$ cat config.mk
export PLATFORM = sky130hd
export DESIGN_NAME = csn_regs
export DESIGN_NICKNAME = d
export VERILOG_FILES = /design/src/hdl/csn_pkg.sv /design/src/hdl/csn_regs.sv /design/src/hdl/csn_sync.sv
export SDC_FILE = /design/constraint.sdc
export NUM_CORES = 1
export LEC_CHECK = 0
export BUFFER_PORTS_ARGS = -buffer_cell sky130_fd_sc_hd__buf_2
export CORE_ASPECT_RATIO = 1.2
export CORE_MARGIN = 2
export CORE_UTILIZATION = 48
export CTS_CLUSTER_DIAMETER = 150
export DETAILED_ROUTE_END_ITERATION = 8
export GPL_TIMING_DRIVEN = 0
export PLACE_DENSITY = 0.73
export SYNTH_ARGS = -nofsm -noshare
export SYNTH_HDL_FRONTEND = slang
export SYNTH_SLANG_ARGS = --single-unit
$ cat constraint.sdc
create_clock -name clock -period 10.05 [get_ports clock]
set_input_delay 2.5125 -clock clock [delete_from_list [all_inputs] [get_ports clock]]
set_output_delay 2.5125 -clock clock [all_outputs]
set_load 0.1 [all_outputs]
$ cat src/hdl/csn_pkg.sv
/*
 Constants for the charger status and thermistor profile register slice.
 Assumes an 8-bit register port driven by the device serial interface engine.
*/
package csn_pkg;

   // ----------------------------------------------------------------
   // Register offsets
   // ----------------------------------------------------------------
   localparam logic [7:0] OFS_THERMISTOR_PROFILE_CONTROL = 8'h1c;
   localparam logic [7:0] OFS_CHARGER_CONDITION_STATUS   = 8'h1d;
   localparam logic [7:0] OFS_CHARGE_PHASE_ADAPTER       = 8'h1e;
   localparam logic [7:0] OFS_FAULT_CONDITION_STATUS     = 8'h1f;

   // ----------------------------------------------------------------
   // Reset values
   // ----------------------------------------------------------------
   localparam logic [7:0] RST_THERMISTOR_PROFILE = 8'h3f;
   localparam logic [7:0] RST_STATUS             = 8'h00;
   localparam logic [1:0] SEL_DEFAULT            = 2'h3;
   localparam logic       SYM_DEFAULT            = 1'h0;

   // ----------------------------------------------------------------
   // Thermistor profile field positions
   // ----------------------------------------------------------------
   localparam int POS_SYM          = 6;
   localparam int POS_PREWARM_V_HI = 5;
   localparam int POS_PREWARM_V_LO = 4;
   localparam int POS_PREWARM_I_HI = 3;
   localparam int POS_PREWARM_I_LO = 2;
   localparam int POS_PRECOOL_I_HI = 1;
   localparam int POS_PRECOOL_I_LO = 0;

   // ----------------------------------------------------------------
   // Status field positions
   // ----------------------------------------------------------------
   localparam int POS_ADC_DONE   = 6;
   localparam int POS_DIE_THERM  = 5;
   localparam int POS_MIN_SYS    = 4;
   localparam int POS_IN_CURRENT = 3;
   localparam int POS_IN_VOLTAGE = 2;
   localparam int POS_SAFETY     = 1;
   localparam int POS_WATCHDOG   = 0;

   // ----------------------------------------------------------------
   // Encodings
   // ----------------------------------------------------------------
   localparam logic [2:0] ADAPTER_NONE     = 3'h0;
   localparam logic [2:0] ADAPTER_UNKNOWN  = 3'h4;
   localparam logic [2:0] ADAPTER_RESERVED = 3'h6;
   localparam logic [2:0] ADAPTER_BOOST    = 3'h7;

   localparam logic [2:0] ZONE_NORMAL   = 3'h0;
   localparam logic [2:0] ZONE_PRE_COOL = 3'h5;
   localparam logic [2:0] ZONE_PRE_WARM = 3'h6;

   localparam logic [1:0] SEL_SUSPEND = 2'h0;
   localparam logic [1:0] SEL_LOW     = 2'h1;
   localparam logic [1:0] SEL_MID     = 2'h2;

   localparam logic [8:0] DROP_300_MV = 9'h12c;
   localparam logic [8:0] DROP_200_MV = 9'h0c8;
   localparam logic [8:0] DROP_100_MV = 9'h064;
   localparam logic [8:0] DROP_NONE   = 9'h000;

   localparam logic [6:0] PCT_20  = 7'h14;
   localparam logic [6:0] PCT_40  = 7'h28;
   localparam logic [6:0] PCT_100 = 7'h64;
   localparam logic [6:0] PCT_0   = 7'h00;

endpackage

$ cat src/hdl/csn_regs.sv
/*
 Charger status and thermistor profile register slice.
 Assumes the serial interface engine presents one register access per strobe
 on the same clock, and that all live condition inputs come from other domains.
*/
`timescale 1ns/1ps
//
// Overview of operation
// - Prewarm voltage field bits 5:4 lowers target 300/200/100 mV; code 3 unchanged.
// - Prewarm current field bits 3:2: suspend, 20%, 40%, or unchanged.
// - Precool current field bits 1:0, same encoding, default unchanged.
// - Condition status at 0x1d resets zero; bit 7 reserved, rest read only.
// - Bit 6 shows one-shot conversion done; always zero in continuous mode.
// - Bit 5 shows die thermal regulation.
// - Bit 4 shows minimum system regulation in forward mode.
// - Bit 3 shows input or pin current loop; boost current loop in boost.
// - Bit 2 shows input voltage loop; boost voltage loop in boost or backup.
// - Bit 1 shows charge safety timer expiry.
// - Bit 0 shows serial watchdog expiry.
// - Phase and adapter status at 0x1e resets zero; bits 7:5 read zero.
// - Charge phase bits 4:3 report idle, constant current, taper, top-off.
// - Adapter type bits 2:0 encode source; 110b reserved.
// - Adapter type reads 111b in boost output mode.
// - Variant without detection reports 100b for an unknown adapter.
// - Fault status at 0x1f resets zero; fault bits 7:3, zone bits 2:0.
// - Fault bits: input, battery, system rail, boost path, thermal shutdown.
// - Zone field: normal, cold, hot, cool, warm, pre-cool, pre-warm, bias fault.
// - Software register reset restores profile fields to defaults.
//
module csn_regs #(
   parameter bit HAS_ADAPTER_DETECT = 1'b1
) (
   input  wire logic       clock,
   input  wire logic       rst,
   // Register port
   input  wire logic [7:0] reg_addr,
   input  wire logic       reg_wr,
   input  wire logic [7:0] reg_wdata,
   input  wire logic       reg_rd,
   output logic      [7:0] reg_rdata,
   output logic            reg_rvalid,
   input  wire logic       soft_reg_reset,
   // Live conditions
   input  wire logic       adc_oneshot_done,
   input  wire logic       adc_continuous_mode,
   input  wire logic       die_thermal_reg_active,
   input  wire logic       min_system_reg_active,
   input  wire logic       boost_output_mode,
   input  wire logic       backup_mode,
   input  wire logic       input_current_limit_loop,
   input  wire logic       current_limit_pin,
   input  wire logic       boost_current_limit,
   input  wire logic       input_voltage_limit_loop,
   input  wire logic       boost_voltage_target,
   input  wire logic       safety_timer_expired,
   input  wire logic       watchdog_expired,
   input  wire logic [1:0] charge_phase,
   input  wire logic [2:0] adapter_type,
   input  wire logic       auto_source_detect_en,
   input  wire logic       adapter_present,
   input  wire logic       input_fault,
   input  wire logic       battery_fault,
   input  wire logic       system_rail_fault,
   input  wire logic       boost_path_fault,
   input  wire logic       thermal_shutdown_active,
   input  wire logic [2:0] temperature_zone,
   // Profile outcome
   output logic      [8:0] voltage_drop_mv,
   output logic      [6:0] current_scale_pct,
   output logic            charge_suspend,
   output logic      [7:0] profile_value
);

   localparam int NSYNC = 28;

   // ----------------------------------------------------------------
   // Input synchronisation
   // ----------------------------------------------------------------
   logic [NSYNC-1:0] raw_in;
   logic [NSYNC-1:0] live;

   assign raw_in = {adc_oneshot_done, adc_continuous_mode, die_thermal_reg_active,
                    min_system_reg_active, boost_output_mode, backup_mode,
                    input_current_limit_loop, current_limit_pin, boost_current_limit,
                    input_voltage_limit_loop, boost_voltage_target, safety_timer_expired,
                    watchdog_expired, charge_phase, adapter_type, auto_source_detect_en,
                    adapter_present, input_fault, battery_fault, system_rail_fault,
                    boost_path_fault, thermal_shutdown_active, temperature_zone};

   csn_sync #(
      .WIDTH   (NSYNC)
   ) u_sync (
      .clock    (clock),
      .rst      (rst),
      .async_in (raw_in),
      .sync_out (live)
   );

   logic       s_adc_done;
   logic       s_adc_cont;
   logic       s_die_therm;
   logic       s_min_sys;
   logic       s_boost;
   logic       s_backup;
   logic       s_in_cur;
   logic       s_pin_cur;
   logic       s_boost_cur;
   logic       s_in_volt;
   logic       s_boost_volt;
   logic       s_safety;
   logic       s_watchdog;
   logic [1:0] s_phase;
   logic [2:0] s_adapter;
   logic       s_auto_det;
   logic       s_present;
   logic [4:0] s_faults;
   logic [2:0] s_zone;

   assign {s_adc_done, s_adc_cont, s_die_therm, s_min_sys, s_boost, s_backup,
           s_in_cur, s_pin_cur, s_boost_cur, s_in_volt, s_boost_volt, s_safety,
           s_watchdog, s_phase, s_adapter, s_auto_det, s_present, s_faults, s_zone} = live;

   // ----------------------------------------------------------------
   // Thermistor profile register
   // ----------------------------------------------------------------
   logic       sym_q;
   logic [1:0] prewarm_voltage_sel_q;
   logic [1:0] prewarm_current_sel_q;
   logic [1:0] precool_current_sel_q;
   logic       profile_wr;

   assign profile_wr = reg_wr && (reg_addr == csn_pkg::OFS_THERMISTOR_PROFILE_CONTROL);

   always_ff @(posedge clock or posedge rst) begin
      if (rst) begin
         sym_q                 <= csn_pkg::SYM_DEFAULT;
         prewarm_voltage_sel_q <= csn_pkg::SEL_DEFAULT;
         prewarm_current_sel_q <= csn_pkg::SEL_DEFAULT;
         precool_current_sel_q <= csn_pkg::SEL_DEFAULT;
      end else if (soft_reg_reset) begin
         sym_q                 <= csn_pkg::SYM_DEFAULT;
         prewarm_voltage_sel_q <= csn_pkg::SEL_DEFAULT;
         prewarm_current_sel_q <= csn_pkg::SEL_DEFAULT;
         precool_current_sel_q <= csn_pkg::SEL_DEFAULT;
      end else if (profile_wr) begin
         sym_q                 <= reg_wdata[csn_pkg::POS_SYM];
         prewarm_voltage_sel_q <= reg_wdata[csn_pkg::POS_PREWARM_V_HI:csn_pkg::POS_PREWARM_V_LO];
         prewarm_current_sel_q <= reg_wdata[csn_pkg::POS_PREWARM_I_HI:csn_pkg::POS_PREWARM_I_LO];
         precool_current_sel_q <= reg_wdata[csn_pkg::POS_PRECOOL_I_HI:csn_pkg::POS_PRECOOL_I_LO];
      end
   end

   assign profile_value = {1'b0, sym_q, prewarm_voltage_sel_q, prewarm_current_sel_q, precool_current_sel_q};

   // ----------------------------------------------------------------
   // Zone adjustment
   // ----------------------------------------------------------------
   function automatic logic [8:0] drop_of(input logic [1:0] sel);
      unique case (sel)
         csn_pkg::SEL_SUSPEND: drop_of = csn_pkg::DROP_300_MV;
         csn_pkg::SEL_LOW:     drop_of = csn_pkg::DROP_200_MV;
         csn_pkg::SEL_MID:     drop_of = csn_pkg::DROP_100_MV;
         default:              drop_of = csn_pkg::DROP_NONE;
      endcase
   endfunction

   function automatic logic [6:0] pct_of(input logic [1:0] sel);
      unique case (sel)
         csn_pkg::SEL_SUSPEND: pct_of = csn_pkg::PCT_0;
         csn_pkg::SEL_LOW:     pct_of = csn_pkg::PCT_20;
         csn_pkg::SEL_MID:     pct_of = csn_pkg::PCT_40;
         default:              pct_of = csn_pkg::PCT_100;
      endcase
   endfunction

   logic [8:0] voltage_drop_d;
   logic [6:0] current_scale_d;
   logic       charge_suspend_d;

   always_comb begin
      voltage_drop_d   = csn_pkg::DROP_NONE;
      current_scale_d  = csn_pkg::PCT_100;
      charge_suspend_d = 1'b0;
      if (s_zone == csn_pkg::ZONE_PRE_WARM) begin
         voltage_drop_d   = drop_of(prewarm_voltage_sel_q);
         current_scale_d  = pct_of(prewarm_current_sel_q);
         charge_suspend_d = (prewarm_current_sel_q == csn_pkg::SEL_SUSPEND);
      end else if (s_zone == csn_pkg::ZONE_PRE_COOL) begin
         voltage_drop_d   = sym_q ? drop_of(prewarm_voltage_sel_q) : csn_pkg::DROP_NONE;
         current_scale_d  = pct_of(precool_current_sel_q);
         charge_suspend_d = (precool_current_sel_q == csn_pkg::SEL_SUSPEND);
      end
   end

   always_ff @(posedge clock or posedge rst) begin
      if (rst) begin
         voltage_drop_mv   <= csn_pkg::DROP_NONE;
         current_scale_pct <= csn_pkg::PCT_100;
         charge_suspend    <= 1'b0;
      end else begin
         voltage_drop_mv   <= voltage_drop_d;
         current_scale_pct <= current_scale_d;
         charge_suspend    <= charge_suspend_d;
      end
   end

   // ----------------------------------------------------------------
   // Live status capture
   // ----------------------------------------------------------------
   logic [7:0] cond_d;
   logic [7:0] cond_q;
   logic [2:0] adapter_d;
   logic [7:0] phase_q;
   logic [7:0] fault_q;

   always_comb begin
      cond_d = csn_pkg::RST_STATUS;
      cond_d[csn_pkg::POS_ADC_DONE]   = s_adc_done && !s_adc_cont;
      cond_d[csn_pkg::POS_DIE_THERM]  = s_die_therm;
      cond_d[csn_pkg::POS_MIN_SYS]    = s_min_sys && !s_boost;
      cond_d[csn_pkg::POS_IN_CURRENT] = s_boost ? s_boost_cur : (s_in_cur || s_pin_cur);
      cond_d[csn_pkg::POS_IN_VOLTAGE] = (s_boost || s_backup) ? s_boost_volt : s_in_volt;
      cond_d[csn_pkg::POS_SAFETY]     = s_safety;
      cond_d[csn_pkg::POS_WATCHDOG]   = s_watchdog;
   end

   always_comb begin
      if (s_boost) begin
         adapter_d = csn_pkg::ADAPTER_BOOST;
      end else if (!HAS_ADAPTER_DETECT) begin
         adapter_d = s_present ? csn_pkg::ADAPTER_UNKNOWN : csn_pkg::ADAPTER_NONE;
      end else if (!s_auto_det || s_adapter == csn_pkg::ADAPTER_RESERVED
                   || s_adapter == csn_pkg::ADAPTER_BOOST) begin
         adapter_d = csn_pkg::ADAPTER_NONE;
      end else begin
         adapter_d = s_adapter;
      end
   end

   always_ff @(posedge clock or posedge rst) begin
      if (rst) begin
         cond_q  <= csn_pkg::RST_STATUS;
         phase_q <= csn_pkg::RST_STATUS;
         fault_q <= csn_pkg::RST_STATUS;
      end else begin
         cond_q  <= cond_d;
         phase_q <= {3'h0, s_phase, adapter_d};
         fault_q <= {s_faults, s_zone};
      end
   end

   // ----------------------------------------------------------------
   // Read port
   // ----------------------------------------------------------------
   logic [7:0] rdata_d;

   always_comb begin
      unique case (reg_addr)
         csn_pkg::OFS_THERMISTOR_PROFILE_CONTROL: rdata_d = profile_value;
         csn_pkg::OFS_CHARGER_CONDITION_STATUS:   rdata_d = cond_q;
         csn_pkg::OFS_CHARGE_PHASE_ADAPTER:       rdata_d = phase_q;
         csn_pkg::OFS_FAULT_CONDITION_STATUS:     rdata_d = fault_q;
         default:                                 rdata_d = 8'h00;
      endcase
   end

   always_ff @(posedge clock or posedge rst) begin
      if (rst) begin
         reg_rdata  <= 8'h00;
         reg_rvalid <= 1'b0;
      end else begin
         reg_rvalid <= reg_rd;
         if (reg_rd) begin
            reg_rdata <= rdata_d;
         end
      end
   end
endmodule

$ cat src/hdl/csn_sync.sv
/*
 Two flip-flop synchroniser for a vector of independent level signals.
 Assumes each bit is a slow level; no bus coherence across bits is implied.
*/
`timescale 1ns/1ps
module csn_sync #(
   parameter int WIDTH = 8
) (
   input  wire logic             clock,
   input  wire logic             rst,
   input  wire logic [WIDTH-1:0] async_in,
   output logic      [WIDTH-1:0] sync_out
);

   logic [WIDTH-1:0] meta_q;

   // ----------------------------------------------------------------
   // Two stage capture
   // ----------------------------------------------------------------
   always_ff @(posedge clock or posedge rst) begin
      if (rst) begin
         meta_q   <= '0;
         sync_out <= '0;
      end else begin
         meta_q   <= async_in;
         sync_out <= meta_q;
      end
   end

endmodule

======== Word level (Yosys, flattened, before mapping) ========
Cells that the tools add are included.
Widths: inputs -> output; s select.
storage, ports and cells
  bits in registers ....................... 109
operators by class
  equal/unequal tests ..................... 14
  mux-type cells .......................... 23
  reductions and logical operators ........ 14
operators with widths
  cell                number
  $pmux 7 s3          2
  $eq 8x5->1 const B  4
  $pmux 8 s4          1
  $mux 9              3
  $pmux 9 s3          1
  $mux 7              2
  $eq 3x3->1 const B  4
  $mux 2              6
  $eq 2x1->1 const B  3
  $eq 2x2->1 const B  3
  $logic_not 2->1     3
  $mux 1              6
  $mux 3              2
  $logic_or 1x1->1    4
  $logic_and 1x1->1   3
  $logic_not 1->1     3
  $reduce_bool 2->1   1

======== Logic depth before layout (Yosys ltp) ========
  word-level depth ........................ 5
  depth in mapped cells ................... 5

======== By module ========
A second synthesis with hierarchy kept.
unflattened totals
  cell total of the unflattened synthesis .. 223
  area total of the unflattened synthesis .. 3439.5 µm²
modules (own cells, without submodules)
  module    instances  cells each  area an instance (µm²)  seq. area each (µm²)
  csn_regs  1          166         2034.5                  1187.4
  csn_sync  1          57          1405.1                  1401.3

======== Worst setup path after synthesis ========
Ideal clock, no wire load.
  path kind ............................... register to output
  from .................................... reg voltage_drop_mv[5]
  to ...................................... out voltage_drop_mv[5]
  data arrival time ....................... 1.324 ns
  data required time ...................... 7.537 ns
  slack ................................... 6.214 ns
  stages on the path, launching flop included .. 2
  path buffers ............................ 1
  cells stage by stage .................... dfrtp_1 buf_4
RTL lines
  element                   RTL line         source
  start: declaration        csn_regs.sv:68   output logic [8:0] voltage_drop_mv,
  start signal: assignment  csn_regs.sv:197  voltage_drop_mv <= csn_pkg::DROP_NONE;
  start signal: assignment  csn_regs.sv:201  voltage_drop_mv <= voltage_drop_d;
No word-level cell between the ends.

======== Final worst setup path ========
  from .................................... reg prewarm_current_sel_q[0]
  to ...................................... out profile_value[2]
RTL lines
  element                   RTL line         source
  start: declaration        csn_regs.sv:128  logic [1:0] prewarm_current_sel_q;
  start signal: assignment  csn_regs.sv:138  prewarm_current_sel_q <= csn_pkg::SEL_DEFAULT;
  start signal: assignment  csn_regs.sv:143  prewarm_current_sel_q <= csn_pkg::SEL_DEFAULT;
  start signal: assignment  csn_regs.sv:148  prewarm_current_sel_q <= reg_wdata[csn_pkg::POS_PREWARM_I_HI:csn_pkg::POS_PREWARM_I_LO];
  end: declaration          csn_regs.sv:71   output logic [7:0] profile_value
No word-level cell between the ends.

==> metrics.txt <==
die area=7791 µm²; CTS Sinks=a little over 100; number of global-route vias before repair=roughly 1800; initial core utilization=roughly half; most frequent cells in the layout=dfrtp_1, buf_2, nor2_1; mapped cell area=3407 µm²; pre-CTS setup slack=around 6.4 ns; reg2reg start=u_sync.sync_out[1]$_DFF_PP0_; Root Buffer=clkbuf_8; Hold WC Path Type=flop to flop; Clock transition at path regs=0.10 ns; highest fanout seen on the critical path=8; Placement Rows=33; sequential-to-total area share from yosys stat=about 75%; Worst Hold Launch=u_sync.sync_out[5]$_DFF_PP0_; leak pwr=1.997 nW; Vias=approximately 1900; Pre-Repair DR Iteration Count=4; Yosys cell types=34; fin area=~4100 µm²; commonest non-fill, non-tap cell in the layout=dfrtp_1; clk_skew=0.006903 ns; DP HPWL=3741 µm; dominant cells by area after synthesis=dfrtp_1, dfstp_2, mux4_2; Slew Viols, Final=0; Synth Instances=approximately 220; outcome=finished clean; worst reg2reg path depth=3; I/O Buffers=72; Worst EP required=~7.5 ns; final hold vios=0; max incr delay on CP=~0.6 ns; number of DRC markers in iteration 0=about 110; final worst-path cycle share=39.06%; number of buffers inserted by hold repair at cts=0; Post-synth EDFFs=0; Crit path buffers/inverters=1; post-CTS setup buffers=0; core area=6854 µm²; cell taking the most area after synthesis=dfrtp_1; Synth Warn #=0; Final ANT Viol Nets=0; CTS Buf Count=9; drt total wl=~5100 µm; Hold Crit Endpoint=fault_q[5]$_DFF_PP0_; critical-path cell list=buf_2; grt total ovfl=0; die height=a little under 100 µm; Worst Path Arrival=around 1.4 ns; max-cap viol count=0; first-pass GRT wire length=8252 µm; worst reg2reg endpoint=voltage_drop_mv[5]$_DFF_PP0_; post-cts sizing count=0; worst setup path category=flop to primary output; initial antenna violation count=0; share of cells above drive strength 1=38.29%; setup TNS=0 ns; maximum clock frequency=approximately 250 MHz; IO Pins=83; CTS HTree Levels=3; Synth Register Bits=approximately 100; Skew-Pair Late Insertion Delay=around 0.35 ns; diode count=0; P&R area growth vs syn=20.68%; fin nets=~370; CTS Buffer Depth=2; ratio of total power to cell area=~170 nW/µm²; top cell type's share of synthesized area=around two thirds; Mean Syn Cell Area=approximately 15 µm²; RSZ-0062 raised after global routing=false; die width=80.91 µm; # setup viols final=0; crit start category=flop; routability cong.=around 0.77; delay-heaviest family, CP=flip-flops; ys async rst share=100.0%; Worst Setup End Kind=primary output; largest net degree at the start of global routing=65; fill cell count=584; PnR worst setup slack=~6 ns; Max VDD drop=0.1138 mV; reg-to-reg slack, setup=a little under 9 ns; Final min period=between 3 and 4 ns; average wire per standard cell=~13 µm; cell area after placement=a little under 4000 µm²; Tot GR Track Use=around 15%; via/cell ratio=approximately 4.6; DRC=0; top_reg_cell synth=dfrtp_1; clock tree from TritonCTS=built; slowest stage cell, crit path=dfstp_2; Hold Path Cell Cnt=0
synth_stat cells, drive strengths merged, types with 4 or more instances:
| cell type | n |
|---|---|
| dfrtp | 92 |
| nor2 | 18 |
| nand2 | 4 |
| mux4 | 5 |
| inv | 18 |
| nand2b | 4 |
| mux2i | 9 |
| ha | 5 |
| o22ai | 8 |
| nor3b | 4 |
| buf | 11 |
| and2 | 5 |
| dfstp | 9 |
worst max path at each step:
stage / from / to / cells after the start
2_1_floorplan: rst / charge_suspend$_DFF_PP0_ / 1
3_3_place_gp: rst / reg_rdata[5]$_DFFE_PP0P_ / 2
3_5_place_dp: reg_addr[5] / prewarm_voltage_sel_q[0]$_DFFE_PP1P_ / 5
4_1_cts: prewarm_voltage_sel_q[0]$_DFFE_PP1P_ / profile_value[4] / 1
5_1_grt: prewarm_current_sel_q[0]$_DFFE_PP1P_ / profile_value[2] / 1
6_report: prewarm_current_sel_q[0]$_DFFE_PP1P_ / profile_value[2] / 1
cells by family after synthesis:
family | count (synthesis) | share of synthesized area (%)
flops | 101 | 74.51
simple gates | 47 | 8.189
buf+inv | 31 | 4.737
compound gates | 22 | 4.334
mux | 15 | 6.280
fa+ha+maj | 5 | 1.836
other cells | 1 | 0.1101
sequential cells by signal, summed over array words and instances (netlist names), 5 cells and up:
register           cells
phase_q                5
fault_q                8
reg_rdata              8
voltage_drop_mv        5
cond_q                 7
current_scale_pct      5
u_sync.sync_out       27
u_sync.meta_q         27
cell type report:
| cell class | count | area, µm² | share of cell area (%) |
|---|---|---|---|
| clock inverter | 7 | 62.56 | 1.522 |
| multi-input combinational | 95 | 725.7 | 17.65 |
| sequential | 101 | 2539 | 61.75 |
| buffer | 13 | 93.84 | 2.282 |
| clock buffer | 9 | 123.9 | 3.013 |
| tap | 87 | 108.9 | 2.648 |
| inverter | 18 | 70.07 | 1.704 |
| timing repair buffer | 73 | 387.9 | 9.434 |
layer usage:
metal | GRT usage, % | share of wire (%) | vias to the layer above
met5 | 0 | 0 | -
met2 | 23.62 | 53 | 49
li1 | - | - | 902
met4 | 7.203 | 0.99 | 0
met1 | 18.28 | 41 | 914
met3 | 3.940 | 5.1 | 5
where the power goes:
group	switching [mW]	internal, mW	total (mW)
clock	0.140	0.0957	0.235
sequential	0.00593	0.422	0.428
combinational	0.0306	0.0171	0.0476
metrics by stage:
step                instances  util (%)  hold slack [ns]  power (mW)
global route              403     59.99           0.3617      0.7458
floorplan                 227         -           0.3312      0.4672
finish                    403     59.99           0.3486      0.7108
global placement          386     56.83           0.3316      0.4817
detailed placement        387     57.27           0.3347      0.4849
CTS                       403     59.99           0.3541      0.7211
No activity file was read; power rests on OpenSTA's default activity.
